$ cat src/logic/wmc_pkg.sv
// Package for the wake and mode clock switch: register map, field layout,
// reset values, stabilisation counts and the operating state encoding.
// Assumes a 32-bit Avalon-MM slave with byte addresses on word boundaries.
package wmc_pkg;

	// Register byte addresses.
	localparam logic [3:0] WMC_ADDR_MODE   = 4'h0;
	localparam logic [3:0] WMC_ADDR_CTRL   = 4'h4;
	localparam logic [3:0] WMC_ADDR_CMD    = 4'h8;

	// Clock mode register fields.
	localparam int WMC_HIGH_CLOCK_SELECT_BIT = 0;
	localparam int WMC_IDLE_ON_HALT_BIT = 1;
	localparam int WMC_HTO_BIT   = 2;
	localparam int WMC_LTO_BIT   = 3;
	localparam int WMC_FSTW_BIT  = 4;
	localparam int WMC_CKS_LSB   = 5;
	localparam logic [7:0] WMC_MODE_RESET = 8'h03;

	// Control register fields.
	localparam int WMC_SYSCLK_ON_IN_IDLE_BIT = 0;
	localparam int WMC_WDT_BIT    = 1;
	localparam int WMC_HTYPE_LSB  = 2;
	localparam int WMC_LTYPE_BIT  = 4;
	localparam logic [4:0] WMC_CTRL_RESET = 5'h00;

	// Command register field: writing one halts the core.
	localparam int WMC_HALT_BIT = 0;

	// High-speed oscillator types and low-speed oscillator types.
	localparam logic [1:0] WMC_HT_CRYSTAL = 2'h0;
	localparam logic [1:0] WMC_HT_EXT_RC  = 2'h1;
	localparam logic [1:0] WMC_HT_INT_RC  = 2'h2;
	localparam logic       WMC_LT_CRYSTAL = 1'b0;

	// Divider select: codes below this one pick the low-speed clock unless the high clock select bit is set.
	localparam logic [2:0] WMC_CKS_FIRST_HIGH = 3'h2;
	localparam logic [2:0] WMC_CKS_SHIFT_BASE = 3'h0;

	// Oscillator cycles before the ready flags rise.
	localparam logic [10:0] WMC_CNT_CRYSTAL = 11'h400;
	localparam logic [10:0] WMC_CNT_FAST_RC = 11'h010;
	localparam logic [10:0] WMC_CNT_SLOW_RC = 11'h002;

	// Operating states, one-hot.
	typedef enum logic [6:0] {
		WMC_ST_RUN   = 7'h01,
		WMC_ST_IDLE_SYSCLK_ON = 7'h02,
		WMC_ST_IDLE_SYSCLK_OFF = 7'h04,
		WMC_ST_SLP1  = 7'h08,
		WMC_ST_SLP0  = 7'h10,
		WMC_ST_WWAIT = 7'h20,
		WMC_ST_WFAST = 7'h40
	} wmc_state_t;

endpackage

$ cat src/logic/wmc_ready_timer.sv
// Oscillator stabilisation timer: counts oscillator edges after enable.
// Assumes the tick input is a one-cycle pulse already in the system domain.
`timescale 1ns/1ps
module wmc_ready_timer (
	// Clock and reset.
	input  wire logic        i_clk,
	input  wire logic        i_rst_n,
	// Oscillator side.
	input  wire logic        i_enable,
	input  wire logic        i_tick,
	input  wire logic [10:0] i_target,
	// Ready flag.
	output logic             o_ready
);
	logic [10:0] cnt_q; // Edges seen since the oscillator was enabled.

	// A stopped oscillator loses its count, so every restart waits in full.
	always_ff @(posedge i_clk or negedge i_rst_n) begin
		if (!i_rst_n) begin
			cnt_q   <= 11'h000;
			o_ready <= 1'b0;
		end else if (!i_enable) begin
			cnt_q   <= 11'h000;
			o_ready <= 1'b0;
		end else if (i_tick && !o_ready) begin
			cnt_q   <= cnt_q + 11'h001;
			o_ready <= (cnt_q + 11'h001) >= i_target;
		end
	end
endmodule // wmc_ready_timer

$ cat src/logic/wmc_clock_switch.sv
// Wake and mode clock switch: picks the system clock source and divider,
// the idle or sleep state on halt, and fast wake-up on the sub clock.
// Assumes oscillator clocks arrive on pins asynchronous to I_SYS_CLK and are
// much slower than it; the system clock leaves as a one-cycle tick pulse.
`timescale 1ns/1ps

// Behaviour
// [RULE1] Fast wake only from halt_sub_clock_on, idle_sysclk_off.
// [RULE2] Waking from deep_halt_all_off ignores fast wake.
// [RULE3] fast_wake_enable switches fast wake-up on or off.
// [RULE4] Crystal fast wake: sub clock, then crystal.
// [RULE5] RC oscillators wake after 16 or 2 cycles.
// [RULE6] Watchdog off: no fast wake from deep halt.
// [RULE7] Halt picks idle or sleep from two bits.
// [RULE8] Low clock chosen stops high oscillator, dividers.
// [RULE9] Software enters slow running via select bits.
// [RULE10] Slow switch waits for low_osc_ready.
// [RULE11] Software returns to normal, then polls high_osc_ready.
// [RULE12] Divider select gives low clock or f_H/64..2.
// [RULE13] low_osc_ready rises after 1024 or 2 cycles.
// [RULE14] high_osc_ready low in sleep, idle_sysclk_off.
// [RULE15] Source changes only at clean tick boundaries.
module wmc_clock_switch
	import wmc_pkg::*;
(
	// System clock and reset.
	input  wire logic        I_SYS_CLK,
	input  wire logic        I_RESETN,
	// Avalon-MM slave.
	input  wire logic [3:0]  I_AVS_ADDRESS,
	input  wire logic        I_AVS_READ,
	input  wire logic        I_AVS_WRITE,
	input  wire logic [31:0] I_AVS_WRITEDATA,
	output logic [31:0]      O_AVS_READDATA,
	output logic             O_AVS_WAITREQUEST,
	// Oscillator pins and wake request.
	input  wire logic        I_HIGH_OSC_CLK,
	input  wire logic        I_SUB_OSC_CLK,
	input  wire logic        I_WAKE,
	// Clock outputs.
	output logic             O_SYS_TICK,
	output logic             O_FH16_TICK,
	output logic             O_FH64_TICK,
	output logic             O_HIGH_OSC_EN,
	output logic             O_LOW_OSC_EN,
	output logic             O_CPU_RUN
);
	logic [1:0]  rst_sync_q;   // Reset release synchroniser.
	logic        rst_n;        // Synchronised reset used by all logic.
	logic [2:0]  hi_sync_q;    // High oscillator synchroniser plus edge stage.
	logic [2:0]  lo_sync_q;    // Sub clock synchroniser plus edge stage.
	logic [1:0]  wake_sync_q;  // Wake pin synchroniser.
	logic        hi_tick;      // One pulse per high oscillator rising edge.
	logic        lo_tick;      // One pulse per sub clock rising edge.
	logic [7:0]  mode_q;       // Clock mode register, ready bits unused here.
	logic [4:0]  ctrl_q;       // Control register.
	logic        halt_q;       // Pending halt command.
	logic        wait_q;       // Avalon waitrequest.
	wmc_state_t  state_q;      // Operating state.
	logic        sel_high_q;   // System clock source: one for high speed.
	logic [5:0]  div_q;        // Divider on high oscillator ticks.
	logic        high_osc_ready;          // High oscillator ready.
	logic        low_osc_ready;          // Low oscillator ready.
	logic [10:0] hi_target;    // Stabilisation count for the high oscillator.
	logic [10:0] lo_target;    // Stabilisation count for the low oscillator.
	logic        want_high;    // Software asks for a high-speed system clock.
	logic [2:0]  cks;          // Divider select.
	logic [2:0]  shift;        // Divider power of two.
	logic [5:0]  mask;         // Divider tick mask.
	logic        hdiv_tick;    // Divided high-speed tick.
	logic        cur_tick;     // Tick of the currently selected source.
	logic        fast_ok;      // Fast wake allowed from the present state.
	logic        acc;          // Access accepted this cycle.
	logic        hi_en_d;      // Next value of the high oscillator enable.

	assign rst_n     = rst_sync_q[1];
	assign hi_tick   = hi_sync_q[1] & ~hi_sync_q[2];
	assign lo_tick   = lo_sync_q[1] & ~lo_sync_q[2];
	assign cks       = mode_q[WMC_CKS_LSB +: 3];
	assign want_high = mode_q[WMC_HIGH_CLOCK_SELECT_BIT] | (cks >= WMC_CKS_FIRST_HIGH); // see [RULE12]
	assign acc       = !wait_q && (I_AVS_READ || I_AVS_WRITE);
	// The waitrequest port is the flip-flop itself, with no logic after it.
	assign O_AVS_WAITREQUEST = wait_q;
	// High oscillator runs while it is wanted or still carries the system.
	assign hi_en_d   = (state_q == WMC_ST_RUN && (sel_high_q || want_high)) ||
		(state_q == WMC_ST_IDLE_SYSCLK_ON && sel_high_q) ||
		((state_q == WMC_ST_WWAIT || state_q == WMC_ST_WFAST) && sel_high_q);

	// Reset is asserted at once and released through two flip-flops.
	always_ff @(posedge I_SYS_CLK or negedge I_RESETN) begin
		if (!I_RESETN) begin
			rst_sync_q <= 2'h0;
		end else begin
			rst_sync_q <= {rst_sync_q[0], 1'b1};
		end
	end

	// Pins are foreign to this clock; only the second and third stages feed logic.
	always_ff @(posedge I_SYS_CLK or negedge rst_n) begin
		if (!rst_n) begin
			hi_sync_q   <= 3'h0;
			lo_sync_q   <= 3'h0;
			wake_sync_q <= 2'h0;
		end else begin
			hi_sync_q   <= {hi_sync_q[1:0], I_HIGH_OSC_CLK};
			lo_sync_q   <= {lo_sync_q[1:0], I_SUB_OSC_CLK};
			wake_sync_q <= {wake_sync_q[0], I_WAKE};
		end
	end

	// Stabilisation counts follow the oscillator types.
	always_comb begin
		unique case (ctrl_q[WMC_HTYPE_LSB +: 2])
			WMC_HT_CRYSTAL: hi_target = WMC_CNT_CRYSTAL; // see [RULE4] see [RULE14]
			default:        hi_target = WMC_CNT_FAST_RC; // see [RULE5]
		endcase
		lo_target = (ctrl_q[WMC_LTYPE_BIT] == WMC_LT_CRYSTAL) ?
			WMC_CNT_CRYSTAL : WMC_CNT_SLOW_RC; // see [RULE13]
	end

	// One timer per oscillator family.
	wmc_ready_timer u_hi_timer (
		.i_clk    (I_SYS_CLK),
		.i_rst_n  (rst_n),
		.i_enable (O_HIGH_OSC_EN),
		.i_tick   (hi_tick),
		.i_target (hi_target),
		.o_ready  (high_osc_ready)
	);
	wmc_ready_timer u_lo_timer (
		.i_clk    (I_SYS_CLK),
		.i_rst_n  (rst_n),
		.i_enable (O_LOW_OSC_EN),
		.i_tick   (lo_tick),
		.i_target (lo_target),
		.o_ready  (low_osc_ready)
	);

	// Avalon slave: waitrequest drops for one cycle per request.
	always_ff @(posedge I_SYS_CLK or negedge rst_n) begin
		if (!rst_n) begin
			wait_q         <= 1'b1;
			O_AVS_READDATA <= 32'h0000_0000;
		end else begin
			wait_q <= !(wait_q && (I_AVS_READ || I_AVS_WRITE));
			if (wait_q && I_AVS_READ) begin
				unique case (I_AVS_ADDRESS)
					WMC_ADDR_MODE: O_AVS_READDATA <= {24'h000000, mode_q[7:4], low_osc_ready, high_osc_ready,
						mode_q[1:0]}; // see [RULE10] see [RULE11]
					WMC_ADDR_CTRL: O_AVS_READDATA <= {27'h0, ctrl_q};
					WMC_ADDR_CMD:  O_AVS_READDATA <= {25'h0, state_q};
					default:       O_AVS_READDATA <= 32'h0000_0000;
				endcase
			end
		end
	end

	// Register writes land at the edge where waitrequest is seen low.
	always_ff @(posedge I_SYS_CLK or negedge rst_n) begin
		if (!rst_n) begin
			mode_q <= WMC_MODE_RESET;
			ctrl_q <= WMC_CTRL_RESET;
		end else if (acc && I_AVS_WRITE) begin
			if (I_AVS_ADDRESS == WMC_ADDR_MODE) begin
				mode_q <= I_AVS_WRITEDATA[7:0]; // see [RULE9] see [RULE3]
			end
			if (I_AVS_ADDRESS == WMC_ADDR_CTRL) begin
				ctrl_q <= I_AVS_WRITEDATA[4:0];
			end
		end
	end

	// A halt command waits here until the state machine takes it.
	always_ff @(posedge I_SYS_CLK or negedge rst_n) begin
		if (!rst_n) begin
			halt_q <= 1'b0;
		end else if (acc && I_AVS_WRITE && I_AVS_ADDRESS == WMC_ADDR_CMD &&
			I_AVS_WRITEDATA[WMC_HALT_BIT]) begin
			halt_q <= 1'b1;
		end else if (state_q == WMC_ST_RUN) begin
			halt_q <= 1'b0;
		end
	end

	// Fast wake needs a crystal system clock, a running sub clock and the enable.
	assign fast_ok = mode_q[WMC_FSTW_BIT] && sel_high_q && // see [RULE3]
		ctrl_q[WMC_HTYPE_LSB +: 2] == WMC_HT_CRYSTAL &&   // see [RULE5]
		(state_q == WMC_ST_SLP1 || state_q == WMC_ST_IDLE_SYSCLK_OFF); // see [RULE1] see [RULE2]

	// Operating state machine.
	always_ff @(posedge I_SYS_CLK or negedge rst_n) begin
		if (!rst_n) begin
			state_q <= WMC_ST_RUN;
		end else begin
			unique case (state_q)
				WMC_ST_RUN: begin
					if (halt_q) begin
						if (mode_q[WMC_IDLE_ON_HALT_BIT]) begin // see [RULE7]
							state_q <= ctrl_q[WMC_SYSCLK_ON_IN_IDLE_BIT] ? WMC_ST_IDLE_SYSCLK_ON : WMC_ST_IDLE_SYSCLK_OFF;
						end else begin
							// Watchdog off means both oscillators stop.
							state_q <= ctrl_q[WMC_WDT_BIT] ? WMC_ST_SLP1 : WMC_ST_SLP0;
						end
					end
				end
				WMC_ST_IDLE_SYSCLK_ON: begin
					if (wake_sync_q[1]) begin
						state_q <= WMC_ST_RUN;
					end
				end
				WMC_ST_IDLE_SYSCLK_OFF, WMC_ST_SLP1, WMC_ST_SLP0: begin
					if (wake_sync_q[1]) begin
						// Deep halt never qualifies, sub clock was stopped.
						state_q <= fast_ok ? WMC_ST_WFAST : WMC_ST_WWAIT; // see [RULE6]
					end
				end
				WMC_ST_WWAIT: begin
					if (sel_high_q ? high_osc_ready : low_osc_ready) begin // see [RULE5]
						state_q <= WMC_ST_RUN;
					end
				end
				WMC_ST_WFAST: begin
					if (high_osc_ready) begin // see [RULE4]
						state_q <= WMC_ST_RUN;
					end
				end
				default: state_q <= WMC_ST_RUN;
			endcase
		end
	end

	// Source select changes only on the outgoing source's tick, so no short
	// pulse is ever made; the new source's next tick is used unless it comes in the very next cycle.
	always_ff @(posedge I_SYS_CLK or negedge rst_n) begin
		if (!rst_n) begin
			sel_high_q <= 1'b1;
		end else if (state_q == WMC_ST_RUN && cur_tick) begin
			if (want_high && high_osc_ready) begin
				sel_high_q <= 1'b1; // see [RULE15]
			end else if (!want_high && low_osc_ready) begin
				sel_high_q <= 1'b0; // see [RULE10] see [RULE15]
			end
		end
	end

	// High-speed divider, kept in step with high oscillator edges.
	always_ff @(posedge I_SYS_CLK or negedge rst_n) begin
		if (!rst_n) begin
			div_q <= 6'h00;
		end else if (!O_HIGH_OSC_EN) begin
			div_q <= 6'h00;
		end else if (hi_tick) begin
			div_q <= div_q + 6'h01;
		end
	end

	// Divider mask: codes 2..7 give divide by 64 down to 2; the high clock select bit forces no division.
	always_comb begin
		shift     = mode_q[WMC_HIGH_CLOCK_SELECT_BIT] ? WMC_CKS_SHIFT_BASE : 3'(3'h0 - cks); // see [RULE12]
		mask      = 6'((7'h01 << shift) - 7'h01);
		hdiv_tick = hi_tick && ((div_q & mask) == mask);
		// During fast wake the sub clock carries the system.
		cur_tick  = (sel_high_q && state_q != WMC_ST_WFAST) ? hdiv_tick : lo_tick; // see [RULE4]
	end

	// Clock and oscillator outputs, all registered.
	always_ff @(posedge I_SYS_CLK or negedge rst_n) begin
		if (!rst_n) begin
			O_SYS_TICK    <= 1'b0;
			O_FH16_TICK   <= 1'b0;
			O_FH64_TICK   <= 1'b0;
			O_HIGH_OSC_EN <= 1'b1;
			O_LOW_OSC_EN  <= 1'b1;
			O_CPU_RUN     <= 1'b0;
		end else begin
			// A tick right after another is dropped, so a source change can never
			// make two pulses one cycle apart; one tick may be lost at a switch.
			O_SYS_TICK <= cur_tick && !O_SYS_TICK && (state_q == WMC_ST_RUN ||
				state_q == WMC_ST_IDLE_SYSCLK_ON || state_q == WMC_ST_WFAST); // see [RULE15]
			// Internal dividers die with the high oscillator; gating on the next
			// enable keeps a last divided tick from outliving the enable.
			O_FH16_TICK <= hi_en_d && O_HIGH_OSC_EN && hi_tick && div_q[3:0] == 4'hF; // see [RULE8]
			O_FH64_TICK <= hi_en_d && O_HIGH_OSC_EN && hi_tick && div_q == 6'h3F;     // see [RULE8]
			// High oscillator stops once the low clock has taken over, and in
			// sleep and idle_sysclk_off, which also drops high_osc_ready.
			O_HIGH_OSC_EN <= hi_en_d; // see [RULE14] see [RULE8]
			O_LOW_OSC_EN <= state_q != WMC_ST_SLP0; // see [RULE6] see [RULE13]
			O_CPU_RUN    <= state_q == WMC_ST_RUN || state_q == WMC_ST_WFAST;
		end
	end
endmodule // wmc_clock_switch

$ cat config.mk
export PLATFORM = sky130hd
export DESIGN_NAME = wmc_clock_switch
export DESIGN_NICKNAME = d
export VERILOG_FILES = /design/src/logic/wmc_pkg.sv /design/src/logic/wmc_ready_timer.sv /design/src/logic/wmc_clock_switch.sv
export SDC_FILE = /design/constraint.sdc
export NUM_CORES = 1
export LEC_CHECK = 0
export ABC_AREA = 1
export BUFFER_PORTS_ARGS = -buffer_cell sky130_fd_sc_hd__buf_4
export CAP_MARGIN = 20
export CORE_UTILIZATION = 50
export CTS_CLUSTER_DIAMETER = 30
export DETAILED_ROUTE_END_ITERATION = 8
export GPL_TIMING_DRIVEN = 0
export PLACE_DENSITY = 0.77
export SKIP_LAST_GASP = 1
export SYNTH_ARGS = -nofsm -noshare
export SYNTH_HDL_FRONTEND = slang
export SYNTH_SLANG_ARGS = --single-unit
$ cat constraint.sdc
create_clock -name I_SYS_CLK -period 2.2 [get_ports I_SYS_CLK]
set_input_delay 0.22 -clock I_SYS_CLK [delete_from_list [all_inputs] [get_ports I_SYS_CLK]]
set_output_delay 0.22 -clock I_SYS_CLK [all_outputs]
set_load 0.05 [all_outputs]
==> flow_summary.toml <==
[floorplan]
die_x_um = 91.85
core-area_sq_um = 7767
start_util_pct = 51.97
placementRows = 32
die_area_sq_um = 8436
die_h_um = 91.85
design.portCount = 82

[drt]
drt-initial-drc-count = 163
drt.antenna.violating_nets = 0
viasPerCell = 5.025
drt_wl_total_um = 8754
vias = 3477
drc = 0
routedWlPerCell_um = 12.65
first_pass_iters = 5

[sta]
timing.clock.skew_ps = 11.72
timing.hold.ws_ps = 40.45
timing.final.max_slew_violations = 0
finalHoldViolCount = 0
report.final.setup_viol = 0
grt_setup_unrepaired = "false"
min_period_ps = 2049
fin_crit_sh_pct = 93.16
maxClockFrequency_ghz = 0.4879
worst_pin_slew_ps = 608.5
worst_slack_setup_final_ps = 150.5
max_slew_margin_pct = 59.13

[synthesis]
synth_enable_flop_cells = 0
mappedNetlistArea_sq_um = 4036
synth.avg_cell_area_sq_um = 7.977
netlist-cell-type-count = 35
synth_register_bits = 75
synth_top_flop_cell = "sky130_fd_sc_hd__dfrtp_1"
yosysWarnings = 0
synth_top_cells_by_area = "sky130_fd_sc_hd__dfrtp_1 (42%), sky130_fd_sc_hd__nand2_1 (12%), sky130_fd_sc_hd__inv_1 (6.4%)"
yosys.area.top_type = "sky130_fd_sc_hd__dfrtp_1"
syn-instance-count = 506
seq_area_frac_synth_pct = 46.71
postSynth.asyncResetShare_pct = 100.0
synthDominantCellAreaShare_pct = 42.16

[global_routing]
grt_max_degree = 45
grt_pass1_vias = 3413
globalRouteOverflowTotal = 0
grt_usage_pct = 22.51
antenna_found_initial = 0
first_pass_grt_wire_length_um = 15110

[power]
vdd.ir_drop.worst_uv = 773.9
design_power_total_mw = 4.867
leakagePower_nw = 2.494
p_per_area_nw_per_um2 = 992.5

[final_layout]
nNetsFinal = 639
multi_input_area_sq_um = 1824
register_area_sq_um = 1891
fill_cells = 652
layout-drive-gt1-share_pct = 20.34
num_antenna_cells = 0
final_design_area_no_fill_sq_um = 4903
layout-area-overhead-vs-synth_pct = 21.48

[worst_setup_path]
max_stage_delay_ps = 390
cpMostUsedCell = "sky130_fd_sc_hd__nand2_1"
critical_path_cell_sequence = "inv_2 -> ha_4 -> o21ai_4 -> nand2_1 -> ha_1 -> nor2_1 -> nor2_1 -> nand3_1 -> nor2_2 -> nand3_2 -> nand2_2 -> nand3_1 -> nand2_1 -> nand2_1"
timing_worst_setup_path_type = "register to register"
critPathSlowestCell = "sky130_fd_sc_hd__dfrtp_1"
arrival_ps = 2320
setup.worst_path.end_class = "register"
cp.required_ps = 2480
critical_path_peak_fanout = 4
worstSetupStartpointType = "register"

[place]
gpl.final_weighted_congestion = 0.8445
detailedPlacementHpwl_um = 6427
dp_worst_setup_slack_ps = -244.9
placed_cell_area_sq_um = 4522
placement.io_buffers = 33

[job]
max_cap_violations = 0

[clocking]
clock-sinks = 75
cts_tree = "built"
clock_tree.htree_level_count = 3
clock-root-buffer = "sky130_fd_sc_hd__clkbuf_8"
worst_skew_pair.late_latency_ps = 350
numCtsBuffers = 9
clock_tree_buf_depth = 2
clk_pin_slew_worst_paths_ps = 70

[outcome]
status = "completed"

[worst_hold_path]
worstHoldPathType = "input pin to register"
what timing repair did:
item,CTS,global route
hold buffers,4,0
gates resized for setup,3,13
hold endpoints to repair,5,0
buffers inserted,1,6
setup endpoints to repair,2,3
pin swaps,0,3
flip-flops by register name, summed over array words and instances (netlist names), 2 cells and up:
register	cells
rst_sync_q	2
u_hi_timer.cnt_q	11
hi_sync_q	3
lo_sync_q	3
u_lo_timer.cnt_q	11
ctrl_q	5
O_AVS_READDATA	8
mode_q	6
state_q	7
div_q	6
wake_sync_q	2
cell families (layout without fill, tap and decap cells):
kind of cell             Yosys count  after routing  synth area share (%)
AO/OA/AOI/OAI                     68             68                 9.672
adder cells (fa/ha/maj)           11             11                 3.410
flip-flops                        75             75                 46.71
buffers and inverters             98            159                 11.56
other                              2             25                0.1861
multiplexers                       2              2                0.5579
AND/OR/NAND/NOR                  239            239                 25.51
XOR/XNOR                          11             11                 2.387
layer usage:
| layer | routed length (um) | GRT usage [%] |
|---|---|---|
| met1 | 3639 | 27.24 |
| met2 | 4481 | 39.74 |
| met3 | 429 | 4.892 |
| met5 | 0 | 0 |
| met4 | 204 | 7.292 |
worst paths after layout:
path,startpoint,end,slack [ps],cells after the start
worst max-delay path,mode_q[5],sel_high_q,150,14
worst min-delay path,I_AVS_READ,O_AVS_WAITREQUEST,40,2
worst max register to register,mode_q[5],sel_high_q,150,14
worst min register to register,rst_sync_q[1],ctrl_q[1],250,0
max in group asynchronous,rst_sync_q[1],sel_high_q,1320,1
min in group asynchronous,I_RESETN,rst_sync_q[1],200,2
where the power goes:
group	total [mW]	internal, mW	switching (mW)
clock network	1.24	0.752	0.484
logic	1.79	0.608	1.19
registers	1.84	1.61	0.225
total	4.87	2.97	1.89
critical path: cells and delay by family, from the launching register on:
kind	cells	cell delay [ps]
simple gates	10	810
fa+ha+maj	2	500
flops	1	390
compound gates	1	180
buf+inv	1	110
cells in the final DEF (no fill, tap or decap), types with 6 or more instances in the layout:
cell,netlist,layout
sky130_fd_sc_hd__o21ai_0,37,36
sky130_fd_sc_hd__inv_1,69,66
sky130_fd_sc_hd__ha_1,11,10
sky130_fd_sc_hd__conb_1,2,25
sky130_fd_sc_hd__clkbuf_8,0,9
sky130_fd_sc_hd__nand2_1,132,129
sky130_fd_sc_hd__dfstp_2,7,7
sky130_fd_sc_hd__nand2_2,3,6
sky130_fd_sc_hd__dfrtp_1,68,66
sky130_fd_sc_hd__nand4_1,8,8
sky130_fd_sc_hd__xor2_1,11,10
sky130_fd_sc_hd__o22ai_1,9,9
sky130_fd_sc_hd__a21oi_1,10,10
sky130_fd_sc_hd__nand3_1,33,32
sky130_fd_sc_hd__nor2_1,49,47
sky130_fd_sc_hd__buf_4,24,64
cell usage after synthesis, types with 3 or more instances:
cell type,number
sky130_fd_sc_hd__o21ai_2,5
sky130_fd_sc_hd__buf_4,24
sky130_fd_sc_hd__ha_1,11
sky130_fd_sc_hd__nor2_1,49
sky130_fd_sc_hd__clkbuf_1,3
sky130_fd_sc_hd__a21oi_1,10
sky130_fd_sc_hd__inv_1,69
sky130_fd_sc_hd__nand3_1,33
sky130_fd_sc_hd__o22ai_1,9
sky130_fd_sc_hd__xor2_1,11
sky130_fd_sc_hd__dfstp_2,7
sky130_fd_sc_hd__dfrtp_1,68
sky130_fd_sc_hd__nand2_1,132
sky130_fd_sc_hd__nand2_2,3
sky130_fd_sc_hd__nand4_1,8
sky130_fd_sc_hd__nor3_1,3
sky130_fd_sc_hd__o21ai_0,37
layout make-up:
cell class              count  share of cell area, %
plain buffers              29                  4.236
clock buffers              11                  2.679
clock inverters             5                  2.092
inverters                  69                  5.282
multi-input cells         356                  37.20
flip-flops and latches     75                  38.56
well taps                 102                  2.603
repair buffers             45                  7.349
metrics by stage:
step	cells	utilization (%)	TNS, ps
CTS	686	61.89	0
global placement	664	57.93	-187.8
finish	692	63.13	0
floorplan	529	-	0
detailed placement	665	58.22	-452.4
global route	692	63.13	0
Power figures use the tool's default switching activity.
